==> config.mk <==
export PLATFORM = sky130hd
export DESIGN_NAME = pm_clock_switch
export DESIGN_NICKNAME = d
export VERILOG_FILES = /design/src/logic/pm_clock_pkg.sv /design/src/logic/pm_clock_switch.sv /design/src/logic/source_settle.sv
export SDC_FILE = /design/constraint.sdc
export NUM_CORES = 1
export LEC_CHECK = 0
export BUFFER_PORTS_ARGS = -buffer_cell sky130_fd_sc_hd__buf_2
export CAP_MARGIN = 20
export CORE_MARGIN = 2
export CORE_UTILIZATION = 50
export DETAILED_ROUTE_END_ITERATION = 10
export GPL_ROUTABILITY_DRIVEN = 0
export GPL_TIMING_DRIVEN = 0
export MAX_ROUTING_LAYER = met4
export PLACE_DENSITY = 0.9
export SLEW_MARGIN = 25
export SYNTH_ARGS = -nofsm -noshare
export SYNTH_HDL_FRONTEND = slang
export SYNTH_SLANG_ARGS = --single-unit
==> constraint.sdc <==
create_clock -name CLK -period 3.5 [get_ports CLK]
set_clock_uncertainty 0.1 [all_clocks]
set_input_delay 0.7 -clock CLK [delete_from_list [all_inputs] [get_ports CLK]]
set_output_delay 0.7 -clock CLK [all_outputs]
set_load 0.05 [all_outputs]
==> src/logic/pm_clock_pkg.sv <==
// ***********************************************************************
// Power-managed clock switch constants
// ***********************************************************************
package pm_clock_pkg;

   // ********************************************************************
   // Register byte offsets
   // ********************************************************************
   localparam logic [7:0] OSC_CTRL_OFFSET = 8'h00;
   localparam logic [7:0] SEC_TIMER_CTRL_OFFSET = 8'h04;
   localparam logic [7:0] MODE_STATUS_OFFSET = 8'h08;

   // ********************************************************************
   // Field positions
   // ********************************************************************
   localparam int SRC_SEL_LSB = 0;
   localparam int INT_STABLE_BIT = 2;
   localparam int PRIMARY_RUN_MODE_BIT = 3;
   localparam int IDLE_SEL_BIT = 4;
   localparam int SLEEP_SEL_BIT = 5;
   localparam int SECONDARY_RUN_MODE_BIT = 6;
   localparam int STATE_LSB = 0;
   localparam int ACTIVE_SRC_LSB = 4;
   localparam int PENDING_BIT = 8;

   // ********************************************************************
   // Clock source encoding; code 11 also means the internal block
   // ********************************************************************
   localparam logic [1:0] SRC_PRIMARY = 2'h0;
   localparam logic [1:0] SRC_SECONDARY = 2'h1;
   localparam logic [1:0] SRC_INTERNAL = 2'h2;
   localparam int NUM_SRC = 3;

   // ********************************************************************
   // Reset values and counts
   // ********************************************************************
   localparam logic [1:0] SRC_SEL_RESET = SRC_PRIMARY;
   localparam logic [7:0] SEC_TIMER_CTRL_RESET = 8'h00;
   localparam logic [3:0] SETTLE_EDGES = 4'h8;

   typedef enum logic [2:0] {
      ST_ACTIVE = 3'b000,
      ST_STOP = 3'b001,
      ST_SETTLE = 3'b010,
      ST_IDLE = 3'b011,
      ST_SLEEP = 3'b100
   } pm_state_e;

endpackage : pm_clock_pkg

==> src/logic/pm_clock_switch.sv <==
// Behaviour
// - Select field picks primary, secondary or internal
// - Select changes wait for the sleep trigger
// - Clocks stop the cycle after sleep
// - Eight new-source periods before clocks resume
// - At most one flag outside primary run
// - Primary flag set while primary drives clock
// - Internal flag set when stable internal drives
// - Secondary flag set while secondary drives clock
// - No flag means slow RC or unstable internal
// - Internal primary may show both flags
// - Internal mode entry clears primary flag
// - Sleep only triggers the selected mode
// - Idle and select sampled at each sleep
// - Run and idle choose source alike
// - Source change at sleep performs a switch, except in full sleep
// - Idle stops the processor, run clocks it
// - Watchdog wakes from idle, resets in run
// - Wake resumes run, then auto-switch to primary
// - Wake leaves idle and select bits alone
`timescale 1ns/1ps
module pm_clock_switch
   import pm_clock_pkg::*;
(
   // Clock and reset
   input wire logic CLK,
   input wire logic RST,
   // APB slave
   input wire logic PSEL,
   input wire logic PENABLE,
   input wire logic PWRITE,
   input wire logic [7:0] PADDR,
   input wire logic [31:0] PWDATA,
   output logic [31:0] PRDATA,
   output logic PREADY,
   output logic PSLVERR,
   // Processor core events
   input wire logic SLEEP_EXEC,
   input wire logic WDT_TIMEOUT,
   input wire logic WAKE_EVENT,
   // Oscillators
   input wire logic PRI_OSC_CLK,
   input wire logic SEC_OSC_CLK,
   input wire logic INT_OSC_CLK,
   input wire logic PRI_READY,
   input wire logic INT_STABLE,
   input wire logic PRI_IS_INTERNAL,
   // Clock gating and reset request
   output logic SYS_CLK_EN,
   output logic CPU_CLK_EN,
   output logic [1:0] ACTIVE_SRC,
   output logic WDT_RESET
);

   // ********************************************************************
   // Declarations
   // ********************************************************************
   logic [2:0] pin_s1;
   logic [2:0] pin_s2;
   logic pri_ready_s;
   logic int_stable_s;
   logic pri_int_s;
   logic [1:0] src_sel;
   logic idle_sel;
   logic sleep_sel;
   logic [7:0] sec_ctrl;
   logic [1:0] next_src_sel;
   logic next_idle_sel;
   logic next_sleep_sel;
   logic [7:0] next_sec_ctrl;
   logic [31:0] next_prdata;
   logic wr_en;
   logic rd_setup;
   logic mapped;
   pm_state_e state;
   pm_state_e next_state;
   logic [1:0] active_src;
   logic [1:0] next_active_src;
   logic [1:0] tgt_src;
   logic [1:0] next_tgt_src;
   logic tgt_idle;
   logic next_tgt_idle;
   logic tgt_sleep;
   logic next_tgt_sleep;
   logic pending_pri;
   logic next_pending_pri;
   logic next_wdt_reset;
   logic settle_start;
   logic settle_done;
   logic [1:0] sel_src;
   logic auto_go;
   logic complete;
   logic pri_flag;
   logic int_flag;
   logic sec_flag;
   logic next_pri_flag;
   logic next_int_flag;
   logic next_sec_flag;

   // ********************************************************************
   // Status pin synchronisers
   // ********************************************************************
   always_ff @(posedge CLK) begin
      if (RST) begin
         pin_s1 <= 3'h0;
         pin_s2 <= 3'h0;
      end else begin
         pin_s1 <= {PRI_IS_INTERNAL, INT_STABLE, PRI_READY};
         pin_s2 <= pin_s1;
      end
   end

   assign pri_ready_s = pin_s2[0];
   assign int_stable_s = pin_s2[1];
   assign pri_int_s = pin_s2[2];

   // ********************************************************************
   // APB register file
   // ********************************************************************
   assign PREADY = 1'b1;
   assign wr_en = PSEL && PENABLE && PWRITE;
   assign rd_setup = PSEL && !PENABLE && !PWRITE;
   assign mapped = PADDR == OSC_CTRL_OFFSET ||
                   PADDR == SEC_TIMER_CTRL_OFFSET ||
                   PADDR == MODE_STATUS_OFFSET;
   assign PSLVERR = PSEL && PENABLE && !mapped;

   always_comb begin
      next_src_sel = src_sel;
      next_idle_sel = idle_sel;
      next_sleep_sel = sleep_sel;
      next_sec_ctrl = sec_ctrl;
      next_prdata = PRDATA;
      if (wr_en && PADDR == OSC_CTRL_OFFSET) begin
         next_src_sel = PWDATA[SRC_SEL_LSB +: 2];
         next_idle_sel = PWDATA[IDLE_SEL_BIT];
         next_sleep_sel = PWDATA[SLEEP_SEL_BIT];
      end
      if (wr_en && PADDR == SEC_TIMER_CTRL_OFFSET) begin
         next_sec_ctrl = PWDATA[7:0];
      end
      if (rd_setup) begin
         next_prdata = 32'h0;
         if (PADDR == OSC_CTRL_OFFSET) begin
            next_prdata[SRC_SEL_LSB +: 2] = src_sel;
            next_prdata[INT_STABLE_BIT] = int_flag;
            next_prdata[PRIMARY_RUN_MODE_BIT] = pri_flag;
            next_prdata[IDLE_SEL_BIT] = idle_sel;
            next_prdata[SLEEP_SEL_BIT] = sleep_sel;
         end else if (PADDR == SEC_TIMER_CTRL_OFFSET) begin
            next_prdata[7:0] = sec_ctrl;
            next_prdata[SECONDARY_RUN_MODE_BIT] = sec_flag;
         end else if (PADDR == MODE_STATUS_OFFSET) begin
            next_prdata[STATE_LSB +: 3] = state;
            next_prdata[ACTIVE_SRC_LSB +: 2] = active_src;
            next_prdata[PENDING_BIT] = pending_pri;
         end
      end
   end

   always_ff @(posedge CLK) begin
      if (RST) begin
         src_sel <= SRC_SEL_RESET;
         idle_sel <= 1'b0;
         sleep_sel <= 1'b0;
         sec_ctrl <= SEC_TIMER_CTRL_RESET;
         PRDATA <= 32'h0;
      end else begin
         src_sel <= next_src_sel;
         idle_sel <= next_idle_sel;
         sleep_sel <= next_sleep_sel;
         sec_ctrl <= next_sec_ctrl;
         PRDATA <= next_prdata;
      end
   end

   // ********************************************************************
   // Power-mode sequencer
   // ********************************************************************
   // select picks the source
   always_comb begin
      if (src_sel == SRC_PRIMARY) begin
         sel_src = SRC_PRIMARY;
      end else if (src_sel == SRC_SECONDARY) begin
         sel_src = SRC_SECONDARY;
      end else begin
         sel_src = SRC_INTERNAL;
      end
   end

   assign auto_go = pending_pri && pri_ready_s &&
                    active_src != SRC_PRIMARY;

   always_comb begin
      next_state = state;
      next_active_src = active_src;
      next_tgt_src = tgt_src;
      next_tgt_idle = tgt_idle;
      next_tgt_sleep = tgt_sleep;
      next_pending_pri = pending_pri;
      next_wdt_reset = 1'b0;
      settle_start = 1'b0;
      unique case (state)
         ST_ACTIVE: begin
            if (SLEEP_EXEC) begin
               next_tgt_src = sel_src;
               next_tgt_idle = idle_sel;
               next_tgt_sleep = sleep_sel && !idle_sel;
               next_pending_pri = 1'b0;
               next_state = ST_STOP;
            end else if (WDT_TIMEOUT) begin
               next_wdt_reset = 1'b1;
            end else if (auto_go) begin
               next_tgt_src = SRC_PRIMARY;
               next_tgt_idle = 1'b0;
               next_tgt_sleep = 1'b0;
               next_pending_pri = 1'b0;
               next_state = ST_STOP;
            end
         end
         ST_STOP: begin
            if (tgt_sleep) begin
               next_state = ST_SLEEP;
            end else if (tgt_src != active_src) begin
               settle_start = 1'b1;
               next_state = ST_SETTLE;
            end else if (tgt_idle) begin
               next_state = ST_IDLE;
            end else begin
               next_state = ST_ACTIVE;
            end
         end
         ST_SETTLE: begin
            if (settle_done) begin
               next_active_src = tgt_src;
               next_state = tgt_idle ? ST_IDLE : ST_ACTIVE;
            end
         end
         ST_IDLE: begin
            if (WAKE_EVENT || WDT_TIMEOUT) begin
               next_tgt_idle = 1'b0;
               next_pending_pri = active_src != SRC_PRIMARY;
               next_state = ST_ACTIVE;
            end
         end
         ST_SLEEP: begin
            if (WAKE_EVENT || WDT_TIMEOUT) begin
               next_tgt_src = active_src;
               next_tgt_idle = 1'b0;
               next_tgt_sleep = 1'b0;
               next_pending_pri = active_src != SRC_PRIMARY;
               settle_start = 1'b1;
               next_state = ST_SETTLE;
            end
         end
         default: begin
            next_state = ST_ACTIVE;
         end
      endcase
   end

   always_ff @(posedge CLK) begin
      if (RST) begin
         state <= ST_ACTIVE;
         active_src <= SRC_PRIMARY;
         tgt_src <= SRC_PRIMARY;
         tgt_idle <= 1'b0;
         tgt_sleep <= 1'b0;
         pending_pri <= 1'b0;
         WDT_RESET <= 1'b0;
      end else begin
         state <= next_state;
         active_src <= next_active_src;
         tgt_src <= next_tgt_src;
         tgt_idle <= next_tgt_idle;
         tgt_sleep <= next_tgt_sleep;
         pending_pri <= next_pending_pri;
         WDT_RESET <= next_wdt_reset;
      end
   end

   // Pause counting runs off the sampled source clocks; phase of the
   // new source at the start gives the extra partial period
   source_settle u_settle (
      .clk(CLK),
      .rst(RST),
      .src_clk_pin({INT_OSC_CLK, SEC_OSC_CLK, PRI_OSC_CLK}),
      .sel(next_tgt_src),
      .start(settle_start),
      .done(settle_done)
   );

   assign SYS_CLK_EN = state == ST_ACTIVE || state == ST_IDLE;
   assign CPU_CLK_EN = state == ST_ACTIVE;
   assign ACTIVE_SRC = active_src;

   // ********************************************************************
   // Clock source flags
   // ********************************************************************
   assign complete = state == ST_SETTLE && settle_done;

   always_comb begin
      next_pri_flag = pri_flag;
      next_sec_flag = sec_flag;
      next_int_flag = int_flag;
      if (complete) begin
         next_pri_flag = tgt_src == SRC_PRIMARY;
         next_sec_flag = tgt_src == SRC_SECONDARY;
         next_int_flag = int_stable_s && (tgt_src == SRC_INTERNAL ||
                         (tgt_src == SRC_PRIMARY && pri_int_s));
      end else if (int_stable_s && (active_src == SRC_INTERNAL ||
                   (active_src == SRC_PRIMARY && pri_int_s))) begin
         next_int_flag = 1'b1;
      end
   end

   always_ff @(posedge CLK) begin
      if (RST) begin
         pri_flag <= 1'b1;
         int_flag <= 1'b0;
         sec_flag <= 1'b0;
      end else begin
         pri_flag <= next_pri_flag;
         int_flag <= next_int_flag;
         sec_flag <= next_sec_flag;
      end
   end
endmodule : pm_clock_switch

==> src/logic/source_settle.sv <==
`timescale 1ns/1ps
module source_settle
   import pm_clock_pkg::*;
(
   // Clock and reset
   input wire logic clk,
   input wire logic rst,
   // Raw oscillator outputs: primary, secondary, internal
   input wire logic [NUM_SRC-1:0] src_clk_pin,
   // Control
   input wire logic [1:0] sel,
   input wire logic start,
   output logic done
);

   logic [NUM_SRC-1:0] sync1;
   logic [NUM_SRC-1:0] sync2;
   logic [NUM_SRC-1:0] sync3;
   logic [NUM_SRC-1:0] rise;
   logic busy;
   logic [3:0] count;
   logic next_busy;
   logic [3:0] next_count;
   logic next_done;
   logic sel_rise;

   // ********************************************************************
   // Per-source synchroniser and edge detect
   // ********************************************************************
   genvar i;
   generate
      for (i = 0; i < NUM_SRC; i++) begin : g_src
         always_ff @(posedge clk) begin
            if (rst) begin
               sync1[i] <= 1'b0;
               sync2[i] <= 1'b0;
               sync3[i] <= 1'b0;
            end else begin
               sync1[i] <= src_clk_pin[i];
               sync2[i] <= sync1[i];
               sync3[i] <= sync2[i];
            end
         end
         assign rise[i] = sync2[i] & ~sync3[i];
      end
   endgenerate

   always_comb begin
      if (sel == SRC_PRIMARY) begin
         sel_rise = rise[0];
      end else if (sel == SRC_SECONDARY) begin
         sel_rise = rise[1];
      end else begin
         sel_rise = rise[2];
      end
   end

   // ********************************************************************
   // Edge counter
   // ********************************************************************
   always_comb begin
      next_busy = busy;
      next_count = count;
      next_done = 1'b0;
      if (start) begin
         next_busy = 1'b1;
         next_count = 4'h0;
      end else if (busy && sel_rise) begin
         next_count = count + 4'h1;
         // First edge only opens a period; the ninth closes the eighth
         if (count == SETTLE_EDGES) begin
            next_busy = 1'b0;
            next_done = 1'b1;
         end
      end
   end

   always_ff @(posedge clk) begin
      if (rst) begin
         busy <= 1'b0;
         count <= 4'h0;
         done <= 1'b0;
      end else begin
         busy <= next_busy;
         count <= next_count;
         done <= next_done;
      end
   end
endmodule : source_settle

After elaboration in Yosys (flattened, before gate mapping):

Index checks and enable logic that the tools add are counted.

* register bits after elaboration: 56
* bits in latches: 0
* bits in writable memories: 0
* ROM bits: 0
* input port bits: 54
* output and inout bits: 39
* word-level logic and storage cells: 154
* memories: 0

* add/subtract/negate cells: 1
* multiply operators: 0
* div/mod/pow operators: 0
* $lt $le $gt $ge: 0
* eq/ne operators: 19
* shift operators: 0
* multiplexer cells: 50
* bitwise logic cells: 8
* reductions and logical operators: 47

Operators with widths (number)
* $mux 3: 10
* $mux 1: 22
* $mux 2: 11
* $logic_and 1x1->1: 16
* $pmux 3 s5: 1
* $reduce_bool 2->1: 6
* $eq 8x3->1 const B: 1
* $eq 8x4->1 const B: 1
* $logic_not 2->1: 4
* $logic_not 8->1: 1
* $pmux 1 s2: 4
* $reduce_and 4->1: 2
* $eq 2x1->1 const B: 3
* $eq 3x2->1 const B: 2
* $logic_or 1x1->1: 6
* $mux 6: 1
* $reduce_or 3->1: 2
* $not 1->1: 5
* $reduce_and 5->1: 1
* $add 4x1->4 const B: 1
* $eq 2x2->1 const B: 2
* $eq 4x4->1 const B: 1
* $logic_not 1->1: 4
* $ne 2x1->1 const B: 2
* other kinds (11): 16

Longest topological paths before layout:

Gate-level depths: netlist (run 1).

* depth in word-level cells: 12
* mapped depth: 8
* depth with buffers taken out: 6

By module:

A second synthesis (run 1) with hierarchy kept.

* cell total of the unflattened synthesis: 309
* area, all modules: 2683.8 um^2

Modules (own cells, without submodules)
* pm_clock_switch: instances 1, cells an instance 257, area an instance 2114.5 um^2, sequential area each 800.8 um^2
* source_settle: instances 1, cells an instance 52, area an instance 569.3 um^2, sequential area each 300.3 um^2

Worst setup path after synthesis (run 1):

Ideal clock, no wire load.

* path kind: reg-to-reg
* start: register state[2]
* end: register u_settle.count[0]
* library setup time: 0.121 ns
* arrival time: 2.592 ns
* setup slack: 0.687 ns
* stages on the path, launching flop included: 8
* clock period less this slack: 2.813 ns
* cells stage by stage: dfxtp_1 -> buf_6 -> nor3_1 -> nand3_1 -> o221ai_1 -> a21boi_0 -> nand2_4 -> mux2_4

* longest elaborated chain between the ends: 6

RTL lines
* start: declaration: line pm_clock_switch.sv:75 `pm_state_e state;`
* start signal: assignment: line pm_clock_switch.sv:272 `state <= next_state;`
* $logic_not 3->1 (*)
* net CPU_CLK_EN: line pm_clock_switch.sv:50 `output logic CPU_CLK_EN,`
* $pmux 2 s2 (*): line pm_clock_switch.sv:203 `unique case (state)`
* $eq 2x1->1: line source_settle.sv:51 `end else if (sel == SRC_SECONDARY) begin`
* $mux 1: line source_settle.sv:51
* $mux 1 (*): line source_settle.sv:49 `if (sel == SRC_PRIMARY) begin`
* $logic_and 1x1->1 (*): line source_settle.sv:68 `end else if (busy && sel_rise) begin`
* end signal: assignment: line source_settle.sv:85 `count <= next_count;`
* end: declaration: line source_settle.sv:21 `logic [3:0] count;`

The timed path passes the listed nets; every way through them passes the cells marked *.
A chain may end at the register's enable or synchronous reset.

Worst setup path after layout (run 1):

* start: register state[1]
* end: output port SYS_CLK_EN

* longest elaborated chain between the ends: 2

RTL lines
* $eq 3x2->1 or $logic_not 3->1 (tied branches): line pm_clock_switch.sv:293 `assign SYS_CLK_EN = state == ST_ACTIVE || state == ST_IDLE;`
* $logic_or 1x1->1 (*): line pm_clock_switch.sv:293
* end: declaration: line pm_clock_switch.sv:49 `output logic SYS_CLK_EN,`

Every way passes the cells marked *; elsewhere a longest branch is shown, timed or not.

==> results of run 1 <==
==> worst max-delay path: stages, from the launching register on <==
cell,delay [ps]
dfxtp_1,460
clkbuf_1,370
nand2_1,100
a21oi_1,150
buf_2,280
==> final timing paths <==
kind,end,depth (start not counted),slack [ps]
worst max-delay path,SYS_CLK_EN,4,1030
worst min-delay path,pin_s2[2],1,350
worst max register to register,u_settle.count[0],6,1130
worst min register to register,pin_s2[2],1,350
==> sequential cells by signal, indices dropped and copies added (netlist names), 2 cells and up <==
| name | cells |
|---|---|
| pin_s1 | 3 |
| u_settle.sync1 | 3 |
| sec_ctrl | 7 |
| ACTIVE_SRC | 2 |
| state | 3 |
| u_settle.sync3 | 3 |
| PRDATA | 9 |
| u_settle.sync2 | 3 |
| pin_s2 | 3 |
| src_sel | 2 |
| u_settle.count | 4 |
| tgt_src | 2 |
==> metrics by stage <==
| step | instance area [um^2] | hold WS [ps] |
|---|---|---|
| after floorplan | 2700 | 314 |
| after global placement | 2990 | 318 |
| after detailed placement | 2990 | 335 |
| after CTS | 3110 | 355 |
| after global routing | 3110 | 361 |
| final | 3110 | 351 |
==> cell usage after synthesis (all sizes together), types with 2 or more instances <==
master | number | share of area, %
dfxtp | 55 | 42
nor2 | 42 | 6.0
buf | 25 | 7.3
a21oi | 22 | 4.4
nor2b | 19 | 4.5
nand2 | 16 | 2.6
mux2i | 15 | 5.7
nor3 | 12 | 2.3
clkbuf | 11 | 1.6
nand3 | 8 | 1.5
a221o | 6 | 2.3
inv | 5 | 0.72
nor3b | 5 | 1.6
nand2b | 4 | 0.96
nand3b | 4 | 1.1
nand4 | 3 | 0.96
o211ai | 3 | 0.86
o21ai | 3 | 0.57
or2 | 3 | 0.72
a211o | 2 | 0.67
a21boi | 2 | 0.57
a21o | 2 | 0.57
and2 | 2 | 0.48
conb | 2 | 0.29
ha | 2 | 0.96
nor4bb | 2 | 0.77
o221ai | 2 | 0.67
or3 | 2 | 0.48
xor2 | 2 | 0.67
==> cell type report <==
| type | instances | area (um^2) | area share [%] |
|---|---|---|---|
| plain buffers | 36 | 233 | 7.47 |
| clock buffers | 6 | 82.6 | 2.65 |
| clock inverters | 2 | 38.8 | 1.25 |
| inverters | 5 | 18.8 | 0.603 |
| multi-input cells | 223 | 1340 | 43.1 |
| flip-flops and latches | 55 | 1100 | 35.4 |
| well taps | 70 | 87.6 | 2.81 |
| repair buffers | 42 | 210 | 6.75 |
==> metal layers <==
layer / wire [um] / vias up / track usage [%]
met5: 0 / - / -
met4: 138 / 0 / 7.64
met3: 338 / 14 / 3.08
met2: 2850 / 101 / 35.8
met1: 2390 / 1058 / 24.5
li1: - / 1132 / -
==> cells by family (layout without fill, tap and decap cells) <==
group           after synthesis  count (layout)  share of synthesized area (%)
simple gates                126             126                           25.4
flops                        55              55                           42.1
compound gates               53              53                           14.6
buf+inv                      41              91                           9.63
mux                          16              16                           6.32
fa+ha+maj                     2               2                          0.958
other cells                   2              24                          0.287
xor+xnor                      2               2                          0.671
==> power by group <==
| group | internal [mW] | switching [mW] |
|---|---|---|
| clock | 0.235 | 0.205 |
| sequential | 0.638 | 0.00488 |
| combinational | 0.0576 | 0.129 |
==> results.md, run 1 <==
* Run status: finished, final reports clean
* Endpoints failing hold at 0
* Kind of critical path: reg -> out
* Final cell utilization of the core at 61.4%
* Setup repair after global routing missed its margin: no
* Final standard cell count with taps included and fillers excluded at 439
* Hold buffers post-CTS at 0
* I/O pin count at 93
* Post-place setup slack at 770 ps
* Detailed Route Iter0 Violations at 165
* Power Total at 1.27 mW
* Syn Inst Count at 297
* Count of final max-slew check failures at 0
* Longest Clk Path Bufs at 2
* Filler cell count in the final layout at 446
* Syn-to-layout area delta at 19.2%
* Clock tree from TritonCTS: built
* Setup violations, final at 0
* Post-detailed-routing wire length at 5720 um
* Initial standard-cell utilization of the core at 51.5%
* Maximum clock frequency at 0.404 GHz
* Deepest level of the CTS H-tree at 2
* Hold Path Origin: pin_s1[2]
* Cell chosen for the clock root: clkbuf_8
* Critical path startpoint: state[1]
* Maximum resistive drop on vdd at 0.349 mV
* Min-delay worst type: reg -> reg
* Die outline area at 5820 um^2
* Power density over the cells at 408 nW/um^2
* Async set or reset register ratio after synthesis at 0%
* Number of enable-type register cells in the synthesized netlist at 0
* Yosys warns at 0
* Vias in the first global route at 2157
* Post-detailed-route wirelength per cell at 13.0 um
* Crit path arrival time at 1670 ps
* Leak pwr at 1.43 nW
* Number of inserted diodes at 0
* Rel. slew slack at 52.4%
* Data required time at the worst endpoint at 2700 ps
* Clock slew at the register clock pins of the worst setup and hold paths at 100 ps
* Total DRC errors in the routed layout at 0
* Setup Total Neg Slack at 0 ps
* Critical path capture point type: primary output
* Least-Margin Pin Slew at 709 ps
* Fraction of final layout cells sized beyond drive strength 1 at 23.3%
* Clk sinks at 55
* Global Route Usage Sum at 20.7%
* HPWL reported at the end of detailed placement at 4300 um
* Residual antenna-violating net count after detailed routing at 0
* Global-route wire length before repair at 9710 um
* Most frequent cells in the layout: dfxtp_1 (55), nor2_1 (42), buf_2 (42)
* Area of the core region at 5070 um^2
* Height of the chip at 76.3 um
* Overall overflow remaining after global route at 0
* Worst setup SP type: flip-flop
* Avg Vias per Cell at 5.25
* Shortest clock period the worst path allows after layout at 2470 ps
* Yosys reg bits at 55
* Top FF cell, synth: dfxtp_1
* Post-CTS setup repair buffer count at 0
* Clock buffer count from CTS at 5
* Number of buffers added on ports at 42
* Placed Cells incl. Taps at 431
* Most common cell after layout, fill and taps aside: dfxtp_1
* Number of detailed-routing iterations run before antenna repair at 5
* Unique cell type count in the Yosys netlist at 51
* Clock insertion delay at the later pin of the skew report at 300 ps
* Number of max-capacitance violations reported at 0
* Sequential share of the synthesized area at 42.1%
* Layout net count at 424
* Die X-Extent at 76.3 um
* Number of placement rows at 26
* Average cell area after synthesis at 8.80 um^2
* Maximum number of pins on one net before global-route repair at 18
* Post-CTS sizing at 0
* Final worst-path cycle share at 70.7%
* Critical-path maximum fanout at 10
* Startpoint of the worst register-to-register path: state[1]
* Final worst setup slack at 1030 ps
* Post-Syn Area at 2610 um^2
* Via count at 2305
* Number of antenna violations at the first check in global routing at 0
No activity file was read; power rests on OpenSTA's default activity.
==> run 2, diff against run 1 <==
--- a/config.mk
+++ b/config.mk
@@ -8,12 +8,12 @@
 export BUFFER_PORTS_ARGS = -buffer_cell sky130_fd_sc_hd__buf_2
 export CAP_MARGIN = 20
 export CORE_MARGIN = 2
-export CORE_UTILIZATION = 50
+export CORE_UTILIZATION = 45
 export DETAILED_ROUTE_END_ITERATION = 10
 export GPL_ROUTABILITY_DRIVEN = 0
 export GPL_TIMING_DRIVEN = 0
 export MAX_ROUTING_LAYER = met4
-export PLACE_DENSITY = 0.9
+export PLACE_DENSITY = 0.86
 export SLEW_MARGIN = 25
 export SYNTH_ARGS = -nofsm -noshare
 export SYNTH_HDL_FRONTEND = slang
==> constraint.sdc (replaced) <==
create_clock -name CLK -period 2.25 [get_ports CLK]
set_clock_uncertainty 0.1 [all_clocks]
set_input_delay 0.45 -clock CLK [delete_from_list [all_inputs] [get_ports CLK]]
set_output_delay 0.45 -clock CLK [all_outputs]
set_load 0.05 [all_outputs]
==> results.md, run 2 (synthesis gave the netlist of run 1 again) <==
* Vias in the first global route at 2169
* Initial standard-cell utilization of the core at 47.2%
* Data required time at the worst endpoint at 2350 ps
* WHS Endpoint: pin_s1[0]
* Power density over the cells at 601 nW/um^2
* Run status: complete, but fails checks
* Setup violations, final at 1
* Critical-path maximum fanout at 4
* Least-Margin Pin Slew at 637 ps
* Most frequent cells in the layout: dfxtp_1 (53), nor2_1 (42), buf_2 (42)
* Number of max-capacitance violations reported at 0
* Shortest clock period the worst path allows after layout at 2300 ps
* Final worst-path cycle share at 102%
* Setup repair after global routing missed its margin: yes
* Count of final max-slew check failures at 0
* Number of detailed-routing iterations run before antenna repair at 4
* Detailed Route Iter0 Violations at 167
* Failing checks: negative setup slack
* Startpoint of the worst register-to-register path: state[0]
* Maximum number of pins on one net before global-route repair at 17
* Leak pwr at 1.48 nW
* Global-route wire length before repair at 9810 um
* Clock slew at the register clock pins of the worst setup and hold paths at 90 ps
* Worst R2R End: u_settle.count[0]
* Total DRC errors in the routed layout at 0
* Filler cell count in the final layout at 499
* Max reg flops at 9
* Register-to-register setup slack at -50 ps
* Area of the core region at 5540 um^2
* Die X-Extent at 80.2 um
* Deepest level of the CTS H-tree at 2
* Die outline area at 6430 um^2
* Min-delay worst type: in -> reg
* Biggest register: PRDATA
* Post-detailed-routing wire length at 5890 um
* Number of antenna violations at the first check in global routing at 0
* Avg Vias per Cell at 5.21
* Clock insertion delay at the later pin of the skew report at 300 ps
* Residual antenna-violating net count after detailed routing at 0
* Highest routing layer actually used: met4
* Crit path arrival time at 2390 ps
* Height of the chip at 80.2 um
* Cell chosen for the clock root: clkbuf_8
* Number of placement rows at 27
* Registers with the most flip-flops: PRDATA (9), sec_ctrl (7), u_settle.count (4)
* Met2 wire length at 2910 um
* Post-detailed-route wirelength per cell at 13.2 um
* Combined area of the multi-input logic cells at 1380 um^2
* Area taken by flip-flops and latches at 1110 um^2
* Endpoints failing hold at 0
* Routed metal-1 wire length at 2440 um
* Clock buffer count from CTS at 5
* Layout net count at 432
* Clk sinks at 55
* Global Route Usage Sum at 19.8%
* Longest Clk Path Bufs at 2
* Minimum hold slack at 251 ps
* Syn-to-layout area delta at 22.8%
* Clock tree from TritonCTS: built
* Maximum resistive drop on vdd at 0.601 mV
* Final worst setup slack at -46.7 ps
* HPWL reported at the end of detailed placement at 4290 um
* Rel. slew slack at 57.4%
* Fraction of final layout cells sized beyond drive strength 1 at 26.9%
* Maximum clock frequency at 0.435 GHz
* Critical path capture point type: flip-flop
* Setup Total Neg Slack at -46.7 ps
* I/O pin count at 93
* Via count at 2332
* Power Total at 1.93 mW
* Number of inserted diodes at 0
* Met3 routed wirelength at 383 um
* Overall overflow remaining after global route at 0
* Number of stages on the worst hold path at 2
* Most common cell after layout, fill and taps aside: dfxtp_1
* Hold Path Origin: PRI_READY
* Worst setup SP type: flip-flop
* Kind of critical path: reg -> reg
* Worst reg-to-reg path cell count at 6
* Number of buffers added on ports at 42
[run 2: changes by cell type in the layout (fill, tap and decap cells not counted), moves of 2 or more]
cell	delta
buf_4	+8
dfxtp_1	-2
dfxtp_4	+2
nor3_1	-2
[run 2: worst max-delay path, cell delays in order, from the launching register on]
cell and delay, ps:
dfxtp_4 360, or4_4 530, o21bai_4 200, a21o_1 200, a221o_2 410, nand2_4 90
mux2_4 290
[run 2: how the worst max path moves through the flow]
stage               cells after the start           from  slack [ps]                end
floorplan                               6  ACTIVE_SRC[0]          10  u_settle.count[0]
global placement                        7       PADDR[7]        -250         src_sel[1]
detailed placement                      7       PADDR[7]        -290          sleep_sel
CTS                                     6       state[0]         -60  u_settle.count[0]
global route                            6       state[0]         -70  u_settle.count[0]
finish                                  6       state[0]         -50  u_settle.count[0]
[run 2: what timing repair did]
action / 4_1_cts / 5_1_grt
hold endpoints to repair: 0 / 0
pin swaps: 3 / 1
resized for setup: 4 / 8
setup endpoints to repair: 3 / 20
hold buffers: 0 / 0
buffers inserted: 8 / 0
[run 2: metrics by stage]
step	instance area [um^2]	setup WS (ps)	instances	util, %
after floorplan	2710	12.9	319	-
after global placement	3010	-253	433	54.3
after detailed placement	3010	-286	433	54.3
after CTS	3180	-61.9	448	57.4
after global routing	3210	-72.8	448	57.9
final	3210	-46.7	448	57.9
[run 2: final cells by class]
| class | count | area share (%) |
|---|---|---|
| well taps | 72 | 2.81 |
| multi-input cells | 223 | 43.0 |
| inverters | 5 | 0.585 |
| clock inverters | 2 | 1.17 |
| flip-flops and latches | 55 | 34.6 |
| repair buffers | 50 | 8.42 |
| plain buffers | 36 | 7.29 |
| clock buffers | 5 | 2.15 |
[run 2: metal layers]
layer / global-route usage [%] / vias to the layer above
met1: 23.6 / 1079
met2: 33.0 / 91
li1: - / 1144
met3: 2.70 / 18
met5: - / -
met4: 9.49 / 0
[run 2: report_power, final]
group	internal, mW	switching [mW]
Combinational	0.0985	0.206
Sequential	0.990	0.00735
Clock	0.325	0.302
